## src/inc/frtf_map.svh

```systemverilog
// Register offsets, field positions, reset values and timing figures of the fault report block.
`ifndef FRTF_MAP_SVH
`define FRTF_MAP_SVH
`define FRTF_ADDR_MISC 8'h21
`define FRTF_ADDR_OCSTAT 8'h25
`define FRTF_ADDR_PINCTL 8'h27
`define FRTF_ADDR_FBCTL 8'h28
`define FRTF_MISC_RST 8'h00
`define FRTF_PINCTL_RST 8'h7f
`define FRTF_FBCTL_RST 8'h00
`define FRTF_MISC_CLR_BIT 7
`define FRTF_MISC_MASK_BIT 5
`define FRTF_PIN_RSV_BIT 7
`define FRTF_FB_ZC_MSB 7
`define FRTF_FB_ZC_LSB 6
`define FRTF_FB_BYPASS_BIT 5
`define FRTF_FB_ZCSKIP_BIT 4
`define FRTF_FB_ATK_MSB 3
`define FRTF_FB_ATK_LSB 2
`define FRTF_FB_REL_MSB 1
`define FRTF_FB_REL_LSB 0
`define FRTF_CLK_MHZ 125
`define FRTF_OC_WINDOW_MS 200
`define FRTF_OC_DENSITY_PCT 45
`define FRTF_OC_PERSIST_WIN 4
`define FRTF_ATK_BASE_MS 100
`define FRTF_REL_BASE_MS 200
`define FRTF_ZC_BASE_US 20
`endif

```

## src/inc/frtf_pkg.sv

```systemverilog
// Types shared by the fault report and thermal foldback block.
package frtf_pkg;
  typedef struct packed {
    logic ot_fault;
    logic ot_warn;
    logic core_uv;
    logic core_por;
    logic clip;
    logic thermal;
  } frtf_cond_s;

  typedef struct packed {
    logic fault_pin;
    logic warn_pin;
    logic clip_pin;
    logic channels_hiz;
  } frtf_report_s;

  typedef enum logic [8:0] {
    I2C_IDLE = 9'h001, I2C_ADDR = 9'h002, I2C_AACK = 9'h004, I2C_REG = 9'h008, I2C_RACK = 9'h010,
    I2C_WDAT = 9'h020, I2C_WACK = 9'h040, I2C_TX = 9'h080, I2C_TXACK = 9'h100
  } frtf_i2c_e;

  typedef enum logic [1:0] {FB_IDLE = 2'h1, FB_WAIT_ZC = 2'h2} frtf_fb_e;
endpackage : frtf_pkg

```

## src/hw/frtf_top.sv

```systemverilog
// Fault and warning reporting with latch selection, overcurrent monitoring and thermal gain foldback.
// Function
// - Status bits 7..4 show channel overcurrent faults.
// - Status bits 3..0 show channel overcurrent warnings.
// - Bit 6 latches overtemperature fault report.
// - Bit 5 latches overcurrent fault report.
// - Bit 4 latches core undervoltage warning report.
// - Bit 3 latches core power-on-reset warning report.
// - Bit 2 latches overtemperature warning report.
// - Bit 1 latches overcurrent warning report.
// - Bit 0 latches clip report.
// - Pin control bit 7 reads zero, unwritable.
// - Wait zero crossing up to timeout, then change.
// - Foldback bit 5 set disables foldback.
// - Foldback bit 4 set skips zero crossing.
// - Attack field picks 100 to 800 ms/dB.
// - Release field picks 200 to 1600 ms/dB.
// - Dense current limiting warns; persistence faults, Hi-Z.
// - Writing clear bit clears latched reports.
`include "frtf_map.svh"
`timescale 1ns/1ps
`default_nettype none
module frtf_top #(
  parameter logic [6:0] DEV_ADDR = 7'h2a,
  parameter int CHANNELS = 4,
  parameter int MAX_ATTEN = 24,
  parameter int OC_WINDOW_CYC = `FRTF_OC_WINDOW_MS * 1000 * `FRTF_CLK_MHZ,
  parameter int ATK_BASE_CYC = `FRTF_ATK_BASE_MS * 1000 * `FRTF_CLK_MHZ,
  parameter int REL_BASE_CYC = `FRTF_REL_BASE_MS * 1000 * `FRTF_CLK_MHZ,
  parameter int ZC_BASE_CYC = `FRTF_ZC_BASE_US * `FRTF_CLK_MHZ
) (
  input wire logic clk,
  input wire logic rst,
  input wire logic scl_i,
  input wire logic sda_i,
  output logic sda_o,
  output logic sda_oe_n,
  input wire logic [CHANNELS-1:0] oc_limit_flag,
  input wire logic zero_cross,
  input wire frtf_pkg::frtf_cond_s cond,
  output frtf_pkg::frtf_report_s report,
  output logic [5:0] gain_atten_db
);
  import frtf_pkg::*;

  localparam int OC_THR = OC_WINDOW_CYC / 100 * `FRTF_OC_DENSITY_PCT;

  logic [7:0] misc_r, pin_ctl_r, fb_ctl_r;
  logic scl_q, sda_q, drv_low_r, rw_r;
  logic [3:0] bit_cnt_r;
  logic [7:0] sh_r, tx_r, ptr_r, rd_cur;
  frtf_i2c_e i2c_st_r;
  logic scl_rise, scl_fall, bus_start, bus_stop, wr_stb, clear_pulse;

  function automatic logic [7:0] rd_byte(input logic [7:0] a, input logic [7:0] st);
    case (a)
      `FRTF_ADDR_MISC: rd_byte = misc_r;
      `FRTF_ADDR_OCSTAT: rd_byte = st;
      `FRTF_ADDR_PINCTL: rd_byte = pin_ctl_r;
      `FRTF_ADDR_FBCTL: rd_byte = fb_ctl_r;
      default: rd_byte = 8'h00;
    endcase
  endfunction : rd_byte

  // Bus pins are taken as already synchronous; one stage only gives edge detection.
  always_ff @(posedge clk) begin
    if (rst) begin
      scl_q <= 1'b1;
      sda_q <= 1'b1;
    end else begin
      scl_q <= scl_i;
      sda_q <= sda_i;
    end
  end

  assign scl_rise = scl_i & ~scl_q;
  assign scl_fall = ~scl_i & scl_q;
  assign bus_start = scl_i & scl_q & sda_q & ~sda_i;
  assign bus_stop = scl_i & scl_q & ~sda_q & sda_i;
  assign wr_stb = (i2c_st_r == I2C_WDAT) && scl_fall && (bit_cnt_r == 4'h8);
  assign sda_o = 1'b0;
  assign sda_oe_n = ~drv_low_r;

  logic [CHANNELS-1:0] oc_warn, oc_fault;
  // A process rather than an assign, so that a register write alone also refreshes the read byte.
  always_comb rd_cur = rd_byte(ptr_r, {oc_fault[3:0], oc_warn[3:0]});

  always_ff @(posedge clk) begin
    if (rst) begin
      i2c_st_r <= I2C_IDLE;
      bit_cnt_r <= 4'h0;
      sh_r <= 8'h00;
      tx_r <= 8'h00;
      ptr_r <= 8'h00;
      rw_r <= 1'b0;
      drv_low_r <= 1'b0;
    end else if (bus_start) begin
      i2c_st_r <= I2C_ADDR;
      bit_cnt_r <= 4'h0;
      drv_low_r <= 1'b0;
    end else if (bus_stop) begin
      i2c_st_r <= I2C_IDLE;
      drv_low_r <= 1'b0;
    end else begin
      case (i2c_st_r)
        I2C_ADDR, I2C_REG, I2C_WDAT: begin
          if (scl_rise) begin
            sh_r <= {sh_r[6:0], sda_i};
            bit_cnt_r <= bit_cnt_r + 4'h1;
          end
          if (scl_fall && bit_cnt_r == 4'h8) begin
            bit_cnt_r <= 4'h0;
            drv_low_r <= 1'b1;
            if (i2c_st_r == I2C_ADDR) begin
              if (sh_r[7:1] == DEV_ADDR) begin
                rw_r <= sh_r[0];
                i2c_st_r <= I2C_AACK;
              end else begin
                drv_low_r <= 1'b0;
                i2c_st_r <= I2C_IDLE;
              end
            end else if (i2c_st_r == I2C_REG) begin
              ptr_r <= sh_r;
              i2c_st_r <= I2C_RACK;
            end else begin
              i2c_st_r <= I2C_WACK;
            end
          end
        end
        I2C_AACK: begin
          if (scl_fall) begin
            if (rw_r) begin
              tx_r <= rd_cur;
              drv_low_r <= ~rd_cur[7];
              i2c_st_r <= I2C_TX;
            end else begin
              drv_low_r <= 1'b0;
              i2c_st_r <= I2C_REG;
            end
          end
        end
        I2C_RACK, I2C_WACK: begin
          if (scl_fall) begin
            drv_low_r <= 1'b0;
            i2c_st_r <= I2C_WDAT;
            if (i2c_st_r == I2C_WACK) begin
              ptr_r <= ptr_r + 8'h01;
            end
          end
        end
        I2C_TX: begin
          if (scl_fall) begin
            if (bit_cnt_r == 4'h7) begin
              bit_cnt_r <= 4'h0;
              drv_low_r <= 1'b0;
              ptr_r <= ptr_r + 8'h01;
              i2c_st_r <= I2C_TXACK;
            end else begin
              bit_cnt_r <= bit_cnt_r + 4'h1;
              tx_r <= {tx_r[6:0], 1'b0};
              drv_low_r <= ~tx_r[6];
            end
          end
        end
        I2C_TXACK: begin
          if (scl_rise && sda_i) begin
            i2c_st_r <= I2C_IDLE;
          end else if (scl_fall) begin
            tx_r <= rd_cur;
            drv_low_r <= ~rd_cur[7];
            i2c_st_r <= I2C_TX;
          end
        end
        default: i2c_st_r <= I2C_IDLE;
      endcase
    end
  end

  // The clear bit is a command, so it drops back to zero the cycle after the write.
  always_ff @(posedge clk) begin
    if (rst) begin
      misc_r <= `FRTF_MISC_RST;
      pin_ctl_r <= `FRTF_PINCTL_RST;
      fb_ctl_r <= `FRTF_FBCTL_RST;
    end else begin
      misc_r[`FRTF_MISC_CLR_BIT] <= 1'b0;
      if (wr_stb && ptr_r == `FRTF_ADDR_MISC) begin
        misc_r[`FRTF_MISC_CLR_BIT] <= sh_r[`FRTF_MISC_CLR_BIT];
        misc_r[`FRTF_MISC_MASK_BIT] <= sh_r[`FRTF_MISC_MASK_BIT];
      end
      if (wr_stb && ptr_r == `FRTF_ADDR_PINCTL) begin
        pin_ctl_r <= {1'b0, sh_r[6:0]};
      end
      if (wr_stb && ptr_r == `FRTF_ADDR_FBCTL) begin
        fb_ctl_r <= sh_r;
      end
    end
  end

  assign clear_pulse = misc_r[`FRTF_MISC_CLR_BIT];

  logic [31:0] win_cnt_r;
  logic win_end;
  assign win_end = (win_cnt_r == 32'(OC_WINDOW_CYC - 1));

  always_ff @(posedge clk) begin
    if (rst || win_end) begin
      win_cnt_r <= 32'h0;
    end else begin
      win_cnt_r <= win_cnt_r + 32'h1;
    end
  end

  for (genvar g = 0; g < CHANNELS; g++) begin : g_oc
    logic [31:0] dens_r;
    logic [2:0] pers_r;
    logic warn_r;
    always_ff @(posedge clk) begin
      if (rst) begin
        dens_r <= 32'h0;
        pers_r <= 3'h0;
        warn_r <= 1'b0;
      end else if (win_end) begin
        dens_r <= 32'h0;
        warn_r <= dens_r > 32'(OC_THR);
        if (dens_r <= 32'(OC_THR)) begin
          pers_r <= 3'h0;
        end else if (warn_r && pers_r != 3'(`FRTF_OC_PERSIST_WIN)) begin
          pers_r <= pers_r + 3'h1;
        end
      end else if (oc_limit_flag[g]) begin
        dens_r <= dens_r + 32'h1;
      end
    end
    assign oc_warn[g] = warn_r;
    // A fault needs a warning window followed by four more that still exceed the density.
    assign oc_fault[g] = (pers_r == 3'(`FRTF_OC_PERSIST_WIN));
  end

  logic [6:0] live, hold_r, rep;
  assign live = {cond.ot_fault, |oc_fault, cond.core_uv, cond.core_por, cond.ot_warn,
                 |oc_warn & ~misc_r[`FRTF_MISC_MASK_BIT], cond.clip};

  // Set beats clear so an event landing on the clear cycle survives.
  always_ff @(posedge clk) begin
    if (rst) begin
      hold_r <= 7'h00;
    end else begin
      hold_r <= (hold_r & ~{7{clear_pulse}}) | live;
    end
  end

  assign rep = (pin_ctl_r[6:0] & hold_r) | live;

  always_ff @(posedge clk) begin
    if (rst) begin
      report <= '0;
    end else begin
      report.fault_pin <= rep[6] | rep[5];
      report.warn_pin <= |rep[4:1];
      report.clip_pin <= rep[0];
      report.channels_hiz <= rep[5];
    end
  end

  frtf_fb_e fb_st_r;
  logic [31:0] step_cnt_r, zc_cnt_r, step_lim, zc_lim;
  logic dir_up_r, step_due, fb_off, zc_skip;
  logic [1:0] atk, rel, zc_sel;
  assign atk = fb_ctl_r[`FRTF_FB_ATK_MSB:`FRTF_FB_ATK_LSB];
  assign rel = fb_ctl_r[`FRTF_FB_REL_MSB:`FRTF_FB_REL_LSB];
  assign zc_sel = fb_ctl_r[`FRTF_FB_ZC_MSB:`FRTF_FB_ZC_LSB];
  assign fb_off = fb_ctl_r[`FRTF_FB_BYPASS_BIT];
  assign zc_skip = fb_ctl_r[`FRTF_FB_ZCSKIP_BIT];
  assign step_lim = cond.thermal ? (32'(ATK_BASE_CYC) << atk) : (32'(REL_BASE_CYC) << rel);
  assign zc_lim = 32'(ZC_BASE_CYC) << {zc_sel, 1'b0};
  assign step_due = cond.thermal ? (gain_atten_db < 6'(MAX_ATTEN)) : (gain_atten_db != 6'h00);

  // The step timer restarts while no step is due, so the first step after onset takes a full period.
  always_ff @(posedge clk) begin
    if (rst || fb_off) begin
      fb_st_r <= FB_IDLE;
      step_cnt_r <= 32'h0;
      zc_cnt_r <= 32'h0;
      dir_up_r <= 1'b0;
      gain_atten_db <= 6'h00;
    end else begin
      case (fb_st_r)
        FB_IDLE: begin
          if (!step_due || fb_st_r != FB_IDLE) begin
            step_cnt_r <= 32'h0;
          end else if (step_cnt_r >= step_lim - 32'h1) begin
            step_cnt_r <= 32'h0;
            if (zc_skip) begin
              gain_atten_db <= cond.thermal ? gain_atten_db + 6'h01 : gain_atten_db - 6'h01;
            end else begin
              dir_up_r <= cond.thermal;
              zc_cnt_r <= 32'h0;
              fb_st_r <= FB_WAIT_ZC;
            end
          end else begin
            step_cnt_r <= step_cnt_r + 32'h1;
          end
        end
        FB_WAIT_ZC: begin
          zc_cnt_r <= zc_cnt_r + 32'h1;
          if (zero_cross || zc_cnt_r >= zc_lim - 32'h1) begin
            gain_atten_db <= dir_up_r ? gain_atten_db + 6'h01 : gain_atten_db - 6'h01;
            fb_st_r <= FB_IDLE;
          end
        end
        default: fb_st_r <= FB_IDLE;
      endcase
    end
  end
endmodule : frtf_top
`default_nettype wire

```

## config.mk

```make
export PLATFORM = sky130hd
export DESIGN_NAME = frtf_top
export DESIGN_NICKNAME = d
export VERILOG_FILES = /design/src/inc/frtf_pkg.sv /design/src/hw/frtf_top.sv
export VERILOG_INCLUDE_DIRS = /design/src /design/src/inc
export SDC_FILE = /design/constraint.sdc
export NUM_CORES = 1
export LEC_CHECK = 0
export BUFFER_PORTS_ARGS = -buffer_cell sky130_fd_sc_hd__clkbuf_2
export CORE_MARGIN = 3
export CORE_UTILIZATION = 58
export DETAILED_ROUTE_END_ITERATION = 6
export PLACE_DENSITY = 0.74
export SYNTH_ARGS = -nofsm -noshare
export SYNTH_HDL_FRONTEND = slang
export SYNTH_SLANG_ARGS = --single-unit
```

## constraint.sdc

```tcl
create_clock -name clk -period 3.7 [get_ports clk]
set_input_delay 0.37 -clock clk [delete_from_list [all_inputs] [get_ports clk]]
set_output_delay 0.37 -clock clk [all_outputs]
set_load 0.1 [all_outputs]
```

==> reports/metrics.cfg <==
[grt]
antenna_found_initial = 0
track_usage = 0.232
grt_pass1_wl_microns = 63000
grt_pass1_vias = 13700
gr-total-overflow = 0
grt_max_degree = 65

[placement]
dpl_cell_area_sq_um = 17600
pre_cts_ws_ns = -0.0771
portBuffers = 25
place_hpwl_microns = 25400
gp_congestion = 0.846

[cts]
clock_latency_ns = 0.52
cts_hold_buf = 0
root_buffer = clkbuf_16
clk_pin_slew_worst_paths_ns = 0.06
clkSinkCount = 317
htree_levels = 2
cts_tree = yes
clock_path_buffers = 3
cts_made_buffers = 36

[yosys]
netlist_area_sq_um = 16900
yosysSeqAreaShare = 0.375
synth_edf_count = 0
synth_top_cell_area_share = 0.375
ys_types = 76
yosys_warnings = 0
synth_common_cells = dfxtp_1, nor2_1, nand2_1
async_flop_share = 0
synth_area_leader_cell = dfxtp_1
netlist_top_cells_area = dfxtp_1, ha_1, nor2_1, xor2_1, a21oi_1
synth_flop_cell = dfxtp_1
synth.most_common_cell = dfxtp_1
netlist_instances = 2065
synth.avg_cell_area_sq_um = 8.20
synth-seq-cells = 317

[worst_setup_path]
path_class = flop to flop
cp.arrival_ns = 3.87
worst-path-max-fanout = 12
critPathLaunchType = flop
cp.required_ns = 4.14
cp-end-kind = flop

[sta]
worstMarginPinSlew_ns = 0.925
period_needed_ns = 3.43
finalWorstSetupSlack_ns = 0.272
fin_tns_setup_ns = 0
rsz0062_at_grt = false
slew_viol_final = 0
setup_viol = 0
fmax_mhz = 292
timing.final.crit_share = 0.927
hold_viol = 0
clock_skew_ns = 0.0110
slew_headroom = 0.378

[pwr]
vdd_drop_max_mv = 0.342
seqPwrFrac = 0.483
powerDensity_nw_per_um2 = 382
combPwrFrac = 0.030
switching_share = 0.219
p_leak_uw = 0.00682
internal_power_uw = 5590
clkPwrFrac = 0.487
netSwitchingPower_uw = 1570

[detailed_routing]
drc = 8
wl_met1_microns = 16900
wirelength_microns = 36700
ant_nets = 0
drt_iter0_drc = 996
wl_met2_microns = 17500
wl_met3_microns = 1460
vias = 14600
maxUsedRoutingLayer = met4
routedWlPerCell_microns = 14.7
firstDrtPassIters = 7
viasPerCell = 5.85

[final_layout]
drive_above_1_share = 0.0684
area_growth_pct = 10.7
diodes = 0
n_fill_cell = 2353
fin_nets = 2205
final_area_sq_um = 18800
multiInputGateArea_sq_um = 10100
fin_util = 0.662
regArea_sq_um = 6350

[run_status]
violations = design-rule violations
status = finished with violations

[die]
die-width_microns = 177
rows = 61
dieArea_sq_um = 31300
die_y_microns = 177
start_util = 0.598
core_region_area_sq_um = 28300
ioPinCount = 27

[job]
max_cap_viol_count = 0

[worst_hold_path]
min_path_type = primary input to flop

-- what timing repair did --
item                       in CTS  in global routing
setup buffers                   0                  0
gates resized for setup         1                  3
pin swaps                       0                  1
setup endpoints to repair       1                 12
-- state kept, by name, indices dropped and copies added, names as in the netlist, 2 cells and up --
signal	flops
bit_cnt_r	4
g_oc.dens_r	128
g_oc.warn_r	4
sh_r	8
fb_st_r	2
zc_cnt_r	32
gain_atten_db	6
fb_ctl_r	8
step_cnt_r	32
win_cnt_r	32
report	4
tx_r	7
hold_r	7
i2c_st_r	9
pin_ctl_r	7
ptr_r	8
g_oc.pers_r	12
misc_r	2
-- power by group through the flow --
stage	combinational [uW]	clock [uW]	sequential, uW
6_report	214	3490	3450
5_1_grt	243	3700	3460
4_1_cts	215	3570	3450
3_5_place_dp	213	0	3530
3_3_place_gp	208	0	3530
2_1_floorplan	142	0	3540
-- area by class of cell --
cell class                      instances  area share
Multi-Input combinational cell       1601       0.536
Sequential cell                       317       0.338
Clock buffer                           49      0.0549
Tap cell                              378      0.0252
Timing Repair Buffer                   60      0.0220
Inverter                               81      0.0162
Clock inverter                         11     0.00681
-- worst max-delay path, stage by stage, from the launching register on --
cell	delay [ns]
dfxtp_1	0.39
nor2b_1	0.22
and2_1	0.21
inv_1	0.07
ha_1	0.31
nand4_1	0.15
or4_4	0.60
a2111oi_4	0.37
buf_4	0.24
nor3_2	0.10
or4_1	0.54
a21oi_1	0.16
-- cell usage in the layout, fill, tap and decap left out, drive strengths merged, types with 28 or more instances in the layout --
cell type / instances
o21ai: 103
nor3: 53
nand3: 91
and3: 41
dfxtp: 317
xnor2: 70
clkbuf: 74
nand2: 156
or3: 37
ha: 93
xor2: 87
nand4: 66
a21oi: 130
nor2: 285
buf: 35
inv: 82
mux2i: 32
o31ai: 28
-- stage by stage --
stage | cells | hold WS (ns) | power (uW)
after detailed placement | 2437 | 0.458 | 3740
after floorplan | 2081 | 0.430 | 3680
after global placement | 2437 | 0.445 | 3740
after CTS | 2497 | 0.0702 | 7240
after global routing | 2497 | 0.101 | 7400
final | 2497 | 0.0864 | 7160
-- final timing paths --
kind	from	slack, ns	end	depth (start not counted)
max	fb_ctl_r[0]	0.27	zc_cnt_r[9]	11
min	cond[5]	0.09	hold_r[6]	3
max reg2reg	fb_ctl_r[0]	0.27	zc_cnt_r[9]	11
min reg2reg	hold_r[1]	0.47	hold_r[1]	2
-- metal layers --
metal	up-vias	track usage
met4	0	0.0664
met1	6834	0.309
met2	279	0.398
met3	74	0.0290
met5	-	0
li1	7423	-
-- kinds of logic (layout without fill, tap and decap cells) --
logic type / after synthesis / after routing / synth area share
AND/OR/NAND/NOR: 916 / 916 / 0.277
AO/OA/AOI/OAI: 382 / 382 / 0.140
flip-flops: 317 / 317 / 0.375
buffers and inverters: 163 / 201 / 0.0369
XOR/XNOR: 157 / 157 / 0.0812
adder cells (fa/ha/maj): 93 / 93 / 0.0687
multiplexers: 35 / 35 / 0.0209
other: 2 / 18 / 0.000443
Power figures use the tool's default switching activity.
